### config.mk
export PLATFORM = sky130hd
export DESIGN_NAME = scg_glue_regs
export DESIGN_NICKNAME = d
export VERILOG_FILES = /design/src/hw/scg_pkg.sv /design/src/hw/scg_glue_regs.sv /design/src/hw/scg_sync2.sv /design/src/hw/scg_irq_chan.sv
export SDC_FILE = /design/constraint.sdc
export NUM_CORES = 1
export LEC_CHECK = 0
export CORE_UTILIZATION = 40
export CTS_CLUSTER_DIAMETER = 60
export DETAILED_ROUTE_END_ITERATION = 16
export DONT_BUFFER_PORTS = 1
export PLACE_DENSITY_LB_ADDON = 0.05
export SLEW_MARGIN = 40
export SYNTH_ARGS = -nofsm -noshare
export SYNTH_HDL_FRONTEND = slang
export SYNTH_SLANG_ARGS = --single-unit
### constraint.sdc
create_clock -name clk -period 1.7 [get_ports clk]
set_input_delay 0.085 -clock clk [delete_from_list [all_inputs] [get_ports clk]]
set_output_delay 0.085 -clock clk [all_outputs]
set_load 0.02 [all_outputs]
### src/hw/scg_pkg.sv
//----------------------------------------------------------------------
// Function
//----------------------------------------------------------------------
// Function
// - Decode offsets 0,2,3,5,0x2A as write registers, offset 7 as read status.
// - Board I/O enable bit 0 resets low; while low all card I/O is disabled; the code still answers status reads at offset 7 with the pins.
// - Direction bit n set makes aux pin n an output, clear an input.
// - All direction bits reset low so every aux pin starts as input.
// - Aux data register drives output pins; 0x80 lights LED on pin 7.
// - Enable register holds bits 3..0, upper zero; 0 blocks, 1 passes.
// - Two-port variant uses bits 0,1 per channel; alternate variant bits 2,3.
// - Status read returns channel lines on bits 0,1 or 2,3 by variant.
// - Polarity register bits 3..0, upper zero; 0 inverted, 1 non-inverted.
// - Offset 0xC0 reaches first UART data, 0xE0 the second UART data.
// - Offsets 0xDC and 0xFC select baud clock speed for each port.
// - Writing 2 selects 14.7456 MHz clock; 0, the default, 1.8432 MHz.
// - Channel line 0 comes from first UART, line 1 from second UART.
// - Host interrupt output is a level, active low, held while pending.
package scg_pkg;

  //--------------------------------------------------------------------
  // Register offsets
  //--------------------------------------------------------------------
  localparam logic [7:0] SCG_OFF_IO_RESET  = 8'h00;
  localparam logic [7:0] SCG_OFF_AUX_DIR   = 8'h02;
  localparam logic [7:0] SCG_OFF_AUX_DATA  = 8'h03;
  localparam logic [7:0] SCG_OFF_IRQ_EN    = 8'h05;
  localparam logic [7:0] SCG_OFF_AUX_STAT  = 8'h07;
  localparam logic [7:0] SCG_OFF_IRQ_POL   = 8'h2A;
  localparam logic [7:0] SCG_OFF_P0_DATA   = 8'hC0;
  localparam logic [7:0] SCG_OFF_P0_SPEED  = 8'hDC;
  localparam logic [7:0] SCG_OFF_P1_DATA   = 8'hE0;
  localparam logic [7:0] SCG_OFF_P1_SPEED  = 8'hFC;

  //--------------------------------------------------------------------
  // Field positions and widths
  //--------------------------------------------------------------------
  localparam int         SCG_IO_EN_BIT     = 0;
  localparam int         SCG_SPEED_BIT     = 1;
  localparam int         SCG_CHAN_BITS     = 4;
  localparam int         SCG_NUM_CHAN      = 2;
  localparam int         SCG_CH0_BASE_STD  = 0;
  localparam int         SCG_CH0_BASE_ALT  = 2;

  //--------------------------------------------------------------------
  // Reset values
  //--------------------------------------------------------------------
  localparam logic [7:0] SCG_RST_AUX_DIR   = 8'h00;
  localparam logic [7:0] SCG_RST_AUX_DATA  = 8'h00;
  localparam logic [3:0] SCG_RST_IRQ_EN    = 4'h0;
  localparam logic [3:0] SCG_RST_IRQ_POL   = 4'h0;
  localparam logic [7:0] SCG_RD_NONE       = 8'h00;

  //--------------------------------------------------------------------
  // Carriers
  //--------------------------------------------------------------------
  typedef struct packed {
    logic       wr;
    logic       rd;
    logic [7:0] addr;
    logic [7:0] wdata;
  } scg_host_req_type;

  typedef struct packed {
    logic       wr;
    logic       rd;
    logic [7:0] wdata;
  } scg_uart_req_type;

endpackage : scg_pkg

### src/hw/scg_glue_regs.sv
`timescale 1ns/10ps
module scg_glue_regs #(
  parameter logic ALT_VARIANT = 1'b0
) (
  // Clock and reset
  input  wire logic                      clk,
  input  wire logic                      rst_b,
  // Host I/O port
  input  wire scg_pkg::scg_host_req_type host_req,
  output logic      [7:0]                host_rdata,
  output logic                           host_rvalid,
  output logic                           host_irq_b,
  // Auxiliary pins
  input  wire logic [7:0]                aux_pin_in,
  output logic      [7:0]                aux_pin_out,
  output logic      [7:0]                aux_pin_oe_b,
  // First UART
  output scg_pkg::scg_uart_req_type      uart0_req,
  input  wire logic [7:0]                uart0_rdata,
  input  wire logic                      uart0_irq,
  output logic                           uart0_speed_high,
  // Second UART
  output scg_pkg::scg_uart_req_type      uart1_req,
  input  wire logic [7:0]                uart1_rdata,
  input  wire logic                      uart1_irq,
  output logic                           uart1_speed_high,
  // Card state
  output logic                           io_enabled
);
  import scg_pkg::*;

  //--------------------------------------------------------------------
  // Decode
  //--------------------------------------------------------------------
  function automatic logic hit(input logic [7:0] addr, input logic [7:0] off);
    hit = (addr == off);
  endfunction : hit

  wire logic wr = host_req.wr;
  wire logic rd = host_req.rd;

  wire logic wr_io_reset = wr & hit(host_req.addr, SCG_OFF_IO_RESET);
  wire logic wr_aux_dir  = wr & hit(host_req.addr, SCG_OFF_AUX_DIR);
  wire logic wr_aux_data = wr & hit(host_req.addr, SCG_OFF_AUX_DATA);
  wire logic wr_irq_en   = wr & hit(host_req.addr, SCG_OFF_IRQ_EN);
  wire logic wr_irq_pol  = wr & hit(host_req.addr, SCG_OFF_IRQ_POL);
  wire logic wr_p0_speed = wr & hit(host_req.addr, SCG_OFF_P0_SPEED);
  wire logic wr_p1_speed = wr & hit(host_req.addr, SCG_OFF_P1_SPEED);
  wire logic rd_status   = rd & hit(host_req.addr, SCG_OFF_AUX_STAT);
  wire logic p0_sel      = hit(host_req.addr, SCG_OFF_P0_DATA);
  wire logic p1_sel      = hit(host_req.addr, SCG_OFF_P1_DATA);

  //--------------------------------------------------------------------
  // Register state
  //--------------------------------------------------------------------
  logic       io_en_r;
  logic [7:0] aux_dir_r;
  logic [7:0] aux_data_r;
  logic [3:0] irq_en_r;
  logic [3:0] irq_pol_r;
  logic       p0_speed_r;
  logic       p1_speed_r;

  always_ff @(posedge clk or negedge rst_b) begin
    if (!rst_b) begin
      io_en_r    <= 1'b0;
      aux_dir_r  <= SCG_RST_AUX_DIR;
      aux_data_r <= SCG_RST_AUX_DATA;
      irq_en_r   <= SCG_RST_IRQ_EN;
      irq_pol_r  <= SCG_RST_IRQ_POL;
      p0_speed_r <= 1'b0;
      p1_speed_r <= 1'b0;
    end else begin
      if (wr_io_reset) io_en_r    <= host_req.wdata[SCG_IO_EN_BIT];
      if (wr_aux_dir)  aux_dir_r  <= host_req.wdata;
      if (wr_aux_data) aux_data_r <= host_req.wdata;
      if (wr_irq_en)   irq_en_r   <= host_req.wdata[3:0];
      if (wr_irq_pol)  irq_pol_r  <= host_req.wdata[3:0];
      if (wr_p0_speed) p0_speed_r <= host_req.wdata[SCG_SPEED_BIT];
      if (wr_p1_speed) p1_speed_r <= host_req.wdata[SCG_SPEED_BIT];
    end
  end

  //--------------------------------------------------------------------
  // Auxiliary pins
  //--------------------------------------------------------------------
  // Pins float while the card is disabled, whatever the direction says
  logic [7:0] aux_oe_b_r;
  logic [7:0] aux_oe_b_nxt;
  logic [7:0] aux_out_r;
  logic [7:0] aux_sync;

  assign aux_oe_b_nxt = ~(aux_dir_r & {8{io_en_r}});

  always_ff @(posedge clk or negedge rst_b) begin
    if (!rst_b) begin
      aux_oe_b_r <= 8'hFF;
      aux_out_r  <= 8'h00;
    end else begin
      aux_oe_b_r <= aux_oe_b_nxt;
      aux_out_r  <= aux_data_r;
    end
  end

  assign aux_pin_oe_b = aux_oe_b_r;
  assign aux_pin_out  = aux_out_r;

  scg_sync2 u_aux_sync (
    .clk      (clk),
    .rst_b    (rst_b),
    .async_in (aux_pin_in),
    .sync_out (aux_sync)
  );

  //--------------------------------------------------------------------
  // Interrupt channels
  //--------------------------------------------------------------------
  logic [3:0] chan_irq_line;
  logic       irq_req;
  logic       host_irq_b_r;

  scg_irq_chan #(
    .ALT_VARIANT (ALT_VARIANT)
  ) u_irq_chan (
    .uart_irq          ({uart1_irq, uart0_irq}),
    .chan_irq_enable   (irq_en_r),
    .chan_irq_polarity (irq_pol_r),
    .chan_irq_line     (chan_irq_line),
    .irq_req           (irq_req)
  );

  // Level output: stays low as long as the card is enabled and any enabled channel is active
  always_ff @(posedge clk or negedge rst_b) begin
    if (!rst_b) begin
      host_irq_b_r <= 1'b1;
    end else begin
      host_irq_b_r <= ~(irq_req & io_en_r);
    end
  end

  assign host_irq_b = host_irq_b_r;

  //--------------------------------------------------------------------
  // UART access
  //--------------------------------------------------------------------
  // UART strobes are withheld while the card is disabled
  // One driver per carrier: a packed struct must not be split between assigns
  wire logic p0_wr = wr & p0_sel & io_en_r;
  wire logic p0_rd = rd & p0_sel & io_en_r;
  wire logic p1_wr = wr & p1_sel & io_en_r;
  wire logic p1_rd = rd & p1_sel & io_en_r;

  assign uart0_req = '{wr: p0_wr, rd: p0_rd, wdata: host_req.wdata};
  assign uart1_req = '{wr: p1_wr, rd: p1_rd, wdata: host_req.wdata};

  assign uart0_speed_high = p0_speed_r;
  assign uart1_speed_high = p1_speed_r;

  //--------------------------------------------------------------------
  // Read return
  //--------------------------------------------------------------------
  // Interrupt positions show channel lines; the rest show the pins
  logic [7:0] chan_mask;
  logic [7:0] status_val;
  logic [7:0] rdata_nxt;
  logic [7:0] rdata_r;
  logic       rvalid_r;

  assign chan_mask  = ALT_VARIANT ? 8'h0C : 8'h03;
  assign status_val = (aux_sync & ~chan_mask) | ({4'h0, chan_irq_line} & chan_mask);

  assign rdata_nxt = rd_status       ? status_val  :
                     uart0_req.rd    ? uart0_rdata :
                     uart1_req.rd    ? uart1_rdata :
                                       SCG_RD_NONE;

  always_ff @(posedge clk or negedge rst_b) begin
    if (!rst_b) begin
      rdata_r  <= 8'h00;
      rvalid_r <= 1'b0;
    end else begin
      rvalid_r <= rd;
      if (rd) rdata_r <= rdata_nxt;
    end
  end

  assign host_rdata  = rdata_r;
  assign host_rvalid = rvalid_r;
  assign io_enabled  = io_en_r;

endmodule : scg_glue_regs

### src/hw/scg_sync2.sv
`timescale 1ns/10ps
module scg_sync2 (
  // Clock and reset
  input  wire logic       clk,
  input  wire logic       rst_b,
  // Data
  input  wire logic [7:0] async_in,
  output logic      [7:0] sync_out
);
  import scg_pkg::*;

  logic [7:0] meta_r;
  logic [7:0] sync_r;

  // First stage feeds only the second stage
  always_ff @(posedge clk or negedge rst_b) begin
    if (!rst_b) begin
      meta_r <= 8'h00;
      sync_r <= 8'h00;
    end else begin
      meta_r <= async_in;
      sync_r <= meta_r;
    end
  end

  assign sync_out = sync_r;

endmodule : scg_sync2

### src/hw/scg_irq_chan.sv
`timescale 1ns/10ps
module scg_irq_chan #(
  parameter logic ALT_VARIANT = 1'b0
) (
  // Sources
  input  wire logic [1:0] uart_irq,
  // Control
  input  wire logic [3:0] chan_irq_enable,
  input  wire logic [3:0] chan_irq_polarity,
  // Results
  output logic      [3:0] chan_irq_line,
  output logic            irq_req
);
  import scg_pkg::*;

  localparam int CH0 = ALT_VARIANT ? SCG_CH0_BASE_ALT : SCG_CH0_BASE_STD;

  logic [3:0] enabled;

  // Unused positions of the other variant stay low
  always_comb begin
    chan_irq_line = 4'h0;
    enabled       = 4'h0;
    for (int i = 0; i < SCG_NUM_CHAN; i++) begin
      chan_irq_line[CH0+i] = chan_irq_polarity[CH0+i] ? uart_irq[i]
                                                      : ~uart_irq[i];
      enabled[CH0+i] = chan_irq_line[CH0+i] & chan_irq_enable[CH0+i];
    end
  end

  assign irq_req = |enabled;

endmodule : scg_irq_chan

; ---- Yosys cells after proc, flatten, opt, wreduce, memory -nomap -nowiden
; Index checks and enable logic that the tools add are counted.
[op_classes]
n_eq_ne = 9
bitwise = 25
n_reduce_logical = 2
muxes = 5
[op_table]
columns = op, count
row1 = == test 8 bit (second input constant), 4
row2 = 2-to-1 mux 8 bit, 3
row3 = AND 1 bit, 19
row4 = == test 8 x 2 -> 1 bit (second input constant), 2
row5 = == test 8 x 3 -> 1 bit (second input constant), 2
row6 = AND 8 bit, 1
row7 = == test 8 x 6 -> 1 bit (second input constant), 1
row8 = zero test 8 bit, 1
row9 = NOT 8 bit, 1
row10 = OR 8 x 2 -> 8 bit, 1
row11 = NOT 1 bit, 3
row12 = 2-to-1 mux 1 bit, 2
row13 = OR reduction 2 bit, 1
[word_totals]
in_bits = 46
register_bits = 65

; ---- Longest topological paths before layout
; Gate-level depths: netlist of run 1.
[logic_depth]
ltp_word = 6
ltp_mapped = 5

; ---- Cells and area by module
; A second synthesis of run 1 with hierarchy kept.
[unflattened]
cells_unflattened = 208
area_unflattened_um2 = 2777.7
[by_module_without_submodules]
columns = mod, cells_each, n_inst, seq_area_each_um2, area_per_inst_um2
row1 = scg_glue_regs, 186, 1, 1337.5, 2332.2
row2 = scg_sync2, 16, 1, 400.4, 400.4
row3 = scg_irq_chan, 6, 1, 0.0, 45.0

; ---- Worst setup path after synthesis of run 1
; OpenSTA, ideal clock, no wires.
[synth_timing]
kind = input to register
from = input host_req[13] (netlist name)
to = register aux_data_r[0]
n_path_buf = 2
t_required_ns = 1.575
slack_ns = 0.358
path_stages = 5
t_arrival_ns = 1.217
cell_sequence = buf_6 nor4b_4 and4bb_1 buf_6 mux2_4
[synth_via]
elab_chain_len = 2
[synth_lines]
columns = item, line
row1 = from (decl), scg_glue_regs.sv:9  ; input wire scg_pkg::scg_host_req_type host_req,
row2 = == test 8 x 2 -> 1 bit, scg_glue_regs.sv:36  ; hit = (addr == off);
row3 = AND 1 bit, scg_glue_regs.sv:44  ; wire logic wr_aux_data = wr & hit(host_req.addr, SCG_OFF_AUX_DATA);
row4 = to (signal assigned), scg_glue_regs.sv:76  ; if (wr_aux_data) aux_data_r <= host_req.wdata;
row5 = to (decl), scg_glue_regs.sv:58  ; logic [7:0] aux_data_r;
; Every way passes these cells.
; A chain may end at the register's enable or synchronous reset.

==> results of run 1 <==
[kinds of logic after synthesis]
| kind of cell | share of synthesized area [%] |
|---|---|
| AND/OR/NAND/NOR | 12.6 |
| flip-flops | 60.0 |
| AO/OA/AOI/OAI | 4.20 |
| buffers and inverters | 8.10 |
| XOR/XNOR | 0.683 |
| multiplexers | 14.4 |
[worst register-to-register path, stage by stage, from the launching register on]
cell	delay (ns)
dfrtp_1	0.39
nand4bb_2	0.29
nor4_1	0.38
o221a_2	0.25
[layer usage]
layer	track usage (%)	up-vias	wire (µm)	share of wire, %
met1	19.8	744	1980	40
met5	0	-	0	0
met3	6.67	11	364	7.4
met2	26.7	59	2480	50
met4	7.89	0	89	1.8
li1	-	651	-	-
[sequential cells by signal (all words and copies together) (netlist names)]
| signal | cells |
|---|---|
| aux_data_r | 8 |
| aux_dir_r | 8 |
| aux_pin_oe_b | 8 |
| aux_pin_out | 8 |
| host_irq_b | 1 |
| host_rdata | 8 |
| host_rvalid | 1 |
| io_enabled | 1 |
| irq_en_r | 2 |
| irq_pol_r | 2 |
| u_aux_sync.meta_r | 6 |
| u_aux_sync.sync_out | 6 |
| uart0_speed_high | 1 |
| uart1_speed_high | 1 |
[timing repair]
item / CTS / global route
hold endpoints to repair: 91 / 0
hold buffers: 17 / 0
endpoints found under the setup margin: 0 / 3
gates resized for setup: 0 / 3
[final cells by class]
| class | instances | area (µm²) |
|---|---|---|
| fillers | 551 | 3090 |
| flip-flops and latches | 61 | 1540 |
| multi-input cells | 92 | 832 |
| repair buffers | 25 | 248 |
| clock buffers | 9 | 124 |
| clock inverters | 7 | 121 |
| well taps | 75 | 93.8 |
| inverters | 3 | 11.3 |
[how the worst max path moves through the flow]
| stage | cells past startpoint | to | start |
|---|---|---|---|
| floorplan | 5 | aux_data_r[0] | host_req[13] |
| global placement | 3 | host_rdata[2] | io_enabled |
| detailed placement | 3 | host_rdata[2] | io_enabled |
| CTS | 3 | uart0_req[8] | io_enabled |
| global route | 3 | uart0_req[9] | io_enabled |
| finish | 3 | uart0_req[9] | io_enabled |
[synth_stat cells]
cell type / number / share of area [%]
nor4b_4: 1 / 0.93
xnor2_1: 2 / 0.68
nand4_2: 1 / 0.49
nand4_1: 2 / 0.49
and2_1: 1 / 0.24
mux2i_1: 8 / 3.1
buf_4: 20 / 5.9
nand3_2: 1 / 0.39
nor3b_1: 1 / 0.29
clkbuf_1: 5 / 0.73
or2_2: 8 / 2.0
nand2b_1: 2 / 0.49
nand4bb_1: 2 / 0.88
buf_2: 1 / 0.20
mux2_2: 15 / 6.6
dfrtp_1: 52 / 51
a22o_1: 1 / 0.34
o221a_2: 8 / 3.5
nor4_1: 10 / 2.4
dfstp_2: 9 / 9.2
nand3_1: 2 / 0.39
a31o_2: 1 / 0.34
and4b_1: 1 / 0.39
buf_6: 2 / 0.88
mux2_4: 8 / 4.7
nand2_1: 9 / 1.3
and4bb_1: 1 / 0.49
inv_1: 3 / 0.44
nor2_1: 2 / 0.29
nor3_1: 4 / 0.78
or4b_1: 1 / 0.39
[where the power goes]
| part | leakage, nW | internal (W) | switching (W) | total [W] |
|---|---|---|---|---|
| combinational | 0.439 | 0.000106 | 0.0000820 | 0.000188 |
| sequential | 0.774 | 0.00152 | 0.0000670 | 0.00158 |
| clock | 0.124 | 0.000981 | 0.000579 | 0.00156 |
[placed cells by master, fill, tap and decap left out, types with 2 or more instances in the layout]
| master | instances |
|---|---|
| nor2_1 | 2 |
| or2_2 | 8 |
| bufinv_16 | 3 |
| buf_4 | 8 |
| xnor2_1 | 2 |
| dfstp_2 | 9 |
| nand4_1 | 2 |
| dlygate4sd3_1 | 16 |
| mux2i_1 | 8 |
| mux2_4 | 8 |
| clkbuf_8 | 9 |
| nand3_1 | 2 |
| nor3_1 | 3 |
| clkinv_4 | 2 |
| mux2_2 | 15 |
| inv_1 | 3 |
| nand2_1 | 9 |
| dfrtp_1 | 52 |
| o221a_2 | 8 |
| nor4_1 | 10 |
| nand2b_1 | 2 |
[per-stage QoR]
stage               util (%)  hold WS (ns)  std cells
floorplan                  -        -0.211        184
global placement        41.6        -0.209        239
detailed placement      41.6        -0.209        239
CTS                     48.7        0.0122        272
global route            49.0       0.00229        272
finish                  49.0        0.0278        272
==> flow_metrics.py, run 1 <==
metrics = {
    "place": {
        "place_congestion": 0.824,
        "hpwlAfterDp_um": 3260,
        "pre_cts_ws_ns": 0.257,
        "port-buffer-count": 0,
        "placed_cell_area_um2": 2520,
    },
    "global_route": {
        "grt-ovfl-total": 0,
        "antenna_found_initial": 0,
        "grt_pass1_vias": 1543,
        "gr-usage-all-layers_pct": 16.8,
        "grt_pass1_wl_um": 8010,
        "grt_start_max_net_pins": 62,
    },
    "power_and_ir_drop": {
        "leakagePower_nw": 1.34,
        "p_per_area_nw_per_um2": 1120,
        "p_total_w": 0.00333,
        "ir_drop_mv": 0.624,
    },
    "clocking": {
        "cts-root-buf": "clkbuf_8",
        "clock-sinks": 61,
        "clk_latency_ns": 0.33,
        "clk_pin_slew_ns": 0.07,
        "cts.path.max_buffers": 2,
        "cts_buffers": 9,
        "htree_num_levels": 3,
        "cts_tree": "done",
        "post_cts_buffers": 0,
    },
    "floorplanning": {
        "start_util_pct": 42.3,
        "num_rows": 28,
        "dieHeight_um": 82.1,
        "coreArea_um2": 6060,
        "io_pins": 95,
        "die_w_um": 82.1,
        "die_area_um2": 6730,
    },
    "yosys": {
        "syn_nets": 230,
        "synth_cell_type_count": 31,
        "yosysWarnings": 0,
        "syn_area_per_cell_um2": 13.9,
        "syn-instance-count": 184,
        "synth_seq_area_share_pct": 60.0,
        "synth_seq_cells": 61,
        "syn_area_um2": 2560,
    },
    "worst_setup_path": {
        "start_kind": "flop",
        "crit_slowest_cell": "or4b_4",
        "arrival_ns": 1.48,
        "path_max_fanout": 3,
        "r2r-end": "host_rdata[2]",
        "worstPathCellList": "or4b_4, nor3_2, buf_4",
        "cpPeakStageDelay_ns": 0.49,
        "regToRegStartpoint": "io_enabled",
        "reg2reg_slack_ns": 0.33,
        "end_kind": "output pin",
        "cpLargestDelayFamily": "simple AND/OR/NAND/NOR gates",
        "crit_required_ns": 1.62,
        "path_class": "flop to output pin",
        "crit_buf_inv": 1,
        "r2r_cells": 3,
    },
    "timing": {
        "fmax_mhz": 639,
        "setup_viol": 0,
        "finalSetupTns_ns": 0,
        "slew_headroom_pct": 72.7,
        "grt_setup_unrepaired": "no",
        "hold_violations": 0,
        "finalMaxSlewViolations": 0,
        "final.min_clock_period_ns": 1.56,
        "setup_slack_ns": 0.136,
        "fin_skew_ns": 0.00666,
        "tightest_slew_ns": 0.409,
        "fin_crit_sh_pct": 92.0,
    },
    "min_path": {
        "whs_path_depth": 2,
        "min-delay-start": "host_req[16]",
        "min_path_type": "primary input to flop",
        "min_to": "host_rdata[1]",
    },
    "layout": {
        "diodes": 0,
        "fin_nets": 238,
        "syn_to_final_growth_pct": 15.8,
        "final_area_um2": 2970,
        "drive_above_1_share_pct": 40.6,
    },
    "detailed_routing": {
        "dr.pass1.iters": 4,
        "drt_iter0_markers": 61,
        "drc": 0,
        "drt-total-wl_um": 4920,
        "detail-route-antenna-nets": 0,
        "wl_per_cell_um": 18.1,
        "vias": 1465,
        "viasPerCell": 5.39,
    },
    "flow_run": {
        "drv_cap": 0,
    },
    "run_status": {
        "outcome": "completed",
    },
}
Note: power is estimated with default switching activity, not from simulation.
==> run 2, diff against run 1 <==
--- a/config.mk
+++ b/config.mk
@@ -5,7 +5,7 @@
 export SDC_FILE = /design/constraint.sdc
 export NUM_CORES = 1
 export LEC_CHECK = 0
-export CORE_UTILIZATION = 40
+export CORE_UTILIZATION = 55
 export CTS_CLUSTER_DIAMETER = 60
 export DETAILED_ROUTE_END_ITERATION = 16
 export DONT_BUFFER_PORTS = 1
==> run 2 against run 1 <==
Critical path type unchanged. Clock power shrank 4%. Register-to-register slack is essentially flat. Global-route usage up 4.4 points. Sequential share of layout area is 0.87 points higher. Sequential cell count unchanged.
==> flow_metrics.py, run 2 (synthesized netlist as in run 1, its figures left out) <==
metrics = {
    "place": {
        "port-buffer-count": 0,
        "hpwlAfterDp_um": 3120,
        "placed_cell_area_um2": 2480,
        "place_congestion": 0.831,
    },
    "power_and_ir_drop": {
        "ir_drop_mv": 0.828,
        "leakagePower_nw": 1.32,
        "p_per_area_nw_per_um2": 1120,
    },
    "detailed_routing": {
        "dr.pass1.iters": 4,
        "drc": 0,
        "wl_per_cell_um": 19.2,
        "wl_met2_um": 2350,
        "met1_length_um": 1980,
        "viasPerCell": 5.90,
        "drt-total-wl_um": 4760,
        "top_layer": "met4",
        "detail-route-antenna-nets": 0,
        "drt_iter0_markers": 76,
        "met3_length_um": 358,
        "vias": 1464,
    },
    "clocking": {
        "cts_buffers": 9,
        "cts_tree": "done",
        "clk_pin_slew_ns": 0.06,
        "clock-sinks": 61,
        "cts.path.max_buffers": 2,
        "clk_latency_ns": 0.33,
        "cts-root-buf": "clkbuf_8",
        "htree_num_levels": 3,
    },
    "timing": {
        "finalMaxSlewViolations": 0,
        "final.min_clock_period_ns": 1.60,
        "finalSetupTns_ns": 0,
        "slew_headroom_pct": 68.6,
        "tightest_slew_ns": 0.469,
        "fmax_mhz": 624,
        "setup_viol": 0,
        "fin_skew_ns": 0.00412,
        "fin_crit_sh_pct": 94.3,
        "hold_violations": 0,
        "grt_setup_unrepaired": "no",
    },
    "worst_setup_path": {
        "path_max_fanout": 3,
        "crit_required_ns": 1.62,
        "end_kind": "output pin",
        "start_kind": "flop",
        "arrival_ns": 1.52,
        "path_class": "flop to output pin",
    },
    "floorplanning": {
        "coreArea_um2": 4410,
        "die_w_um": 70.3,
        "start_util_pct": 58.1,
        "dieHeight_um": 70.3,
        "num_rows": 24,
        "io_pins": 95,
        "die_area_um2": 4940,
    },
    "min_path": {
        "min_path_type": "primary input to flop",
    },
    "global_route": {
        "grt_pass1_wl_um": 7650,
        "grt_pass1_vias": 1562,
        "gr-usage-all-layers_pct": 21.1,
        "antenna_found_initial": 0,
        "grt_start_max_net_pins": 62,
        "grt-ovfl-total": 0,
    },
    "layout": {
        "syn_to_final_growth_pct": 13.9,
        "register_area_um2": 1540,
        "final_common_cell": "dfrtp_1",
        "fin_nets": 237,
        "multi_input_area_um2": 828,
        "diodes": 0,
        "nFillCells": 339,
        "final_area_um2": 2920,
        "final_cell_mix": "dfrtp_1 (52), dlygate4sd3_1 (16), mux2_2 (15)",
        "drive_above_1_share_pct": 39.3,
    },
    "flow_run": {
        "drv_cap": 0,
    },
    "run_status": {
        "outcome": "completed",
    },
}
==> run 2: metal layers <==
| layer | up-vias | global-route usage [%] |
|---|---|---|
| li1 | 657 | - |
| met1 | 742 | 25.4 |
| met2 | 56 | 32.2 |
| met3 | 9 | 10.1 |
| met4 | 0 | 9.56 |
| met5 | - | 0 |
==> run 2: where the power goes <==
| part | total, W | switching [W] | internal [W] | leakage (nW) |
|---|---|---|---|---|
| logic | 0.000186 | 0.0000813 | 0.000105 | 0.432 |
| clock network | 0.00149 | 0.000543 | 0.000946 | 0.116 |
| registers | 0.00158 | 0.0000664 | 0.00152 | 0.774 |
==> run 2: final timing paths <==
check	startpoint	end	slack [ns]	cells after the start
min reg2reg	u_aux_sync.meta_r[2]	u_aux_sync.sync_out[2]	0.35	0
min	host_req[16]	host_rdata[0]	0.02	2
max	io_enabled	uart0_req[9]	0.1	3
max reg2reg	io_enabled	host_rdata[6]	0.33	3
max in group asynchronous	rst_b	aux_pin_oe_b[6]	1.12	2
min in group asynchronous	rst_b	host_rvalid	0.27	2
==> run 2: area by class of cell <==
cell class / instances / share of cell area (%)
inverter: 3 / 0.386
clock inverter: 3 / 2.31
clock buffer: 13 / 5.79
tap: 52 / 2.23
timing repair buffer: 24 / 8.23
sequential: 61 / 52.7
multi-input combinational: 92 / 28.4
==> run 2: critical path, stage by stage, from the launching register on <==
cell     delay [ns]
dfrtp_1        0.38
or4b_1         0.51
nor3_2         0.13
buf_4          0.16
==> run 2: repair_timing <==
action                                 in CTS  in global routing
resized for setup                           0                  2
buffers inserted                            0                  0
setup endpoints to repair                   0                  2
hold buffers                               17                  0
endpoints found under the hold margin      91                  0
==> run 2: per-stage QoR <==
| step | total power, W | cells | hold WS (ns) | util (%) | setup WS, ns |
|---|---|---|---|---|---|
| global placement | 0.00172 | 215 | -0.209 | 56.3 | 0.324 |
| floorplan | 0.00177 | 184 | -0.211 | - | 0.358 |
| detailed placement | 0.00173 | 215 | -0.210 | 56.3 | 0.204 |
| global route | 0.00337 | 248 | 0.0132 | 66.1 | 0.0296 |
| finish | 0.00326 | 248 | 0.0214 | 66.1 | 0.0974 |
| CTS | 0.00328 | 248 | 0.0131 | 65.9 | 0.0439 |
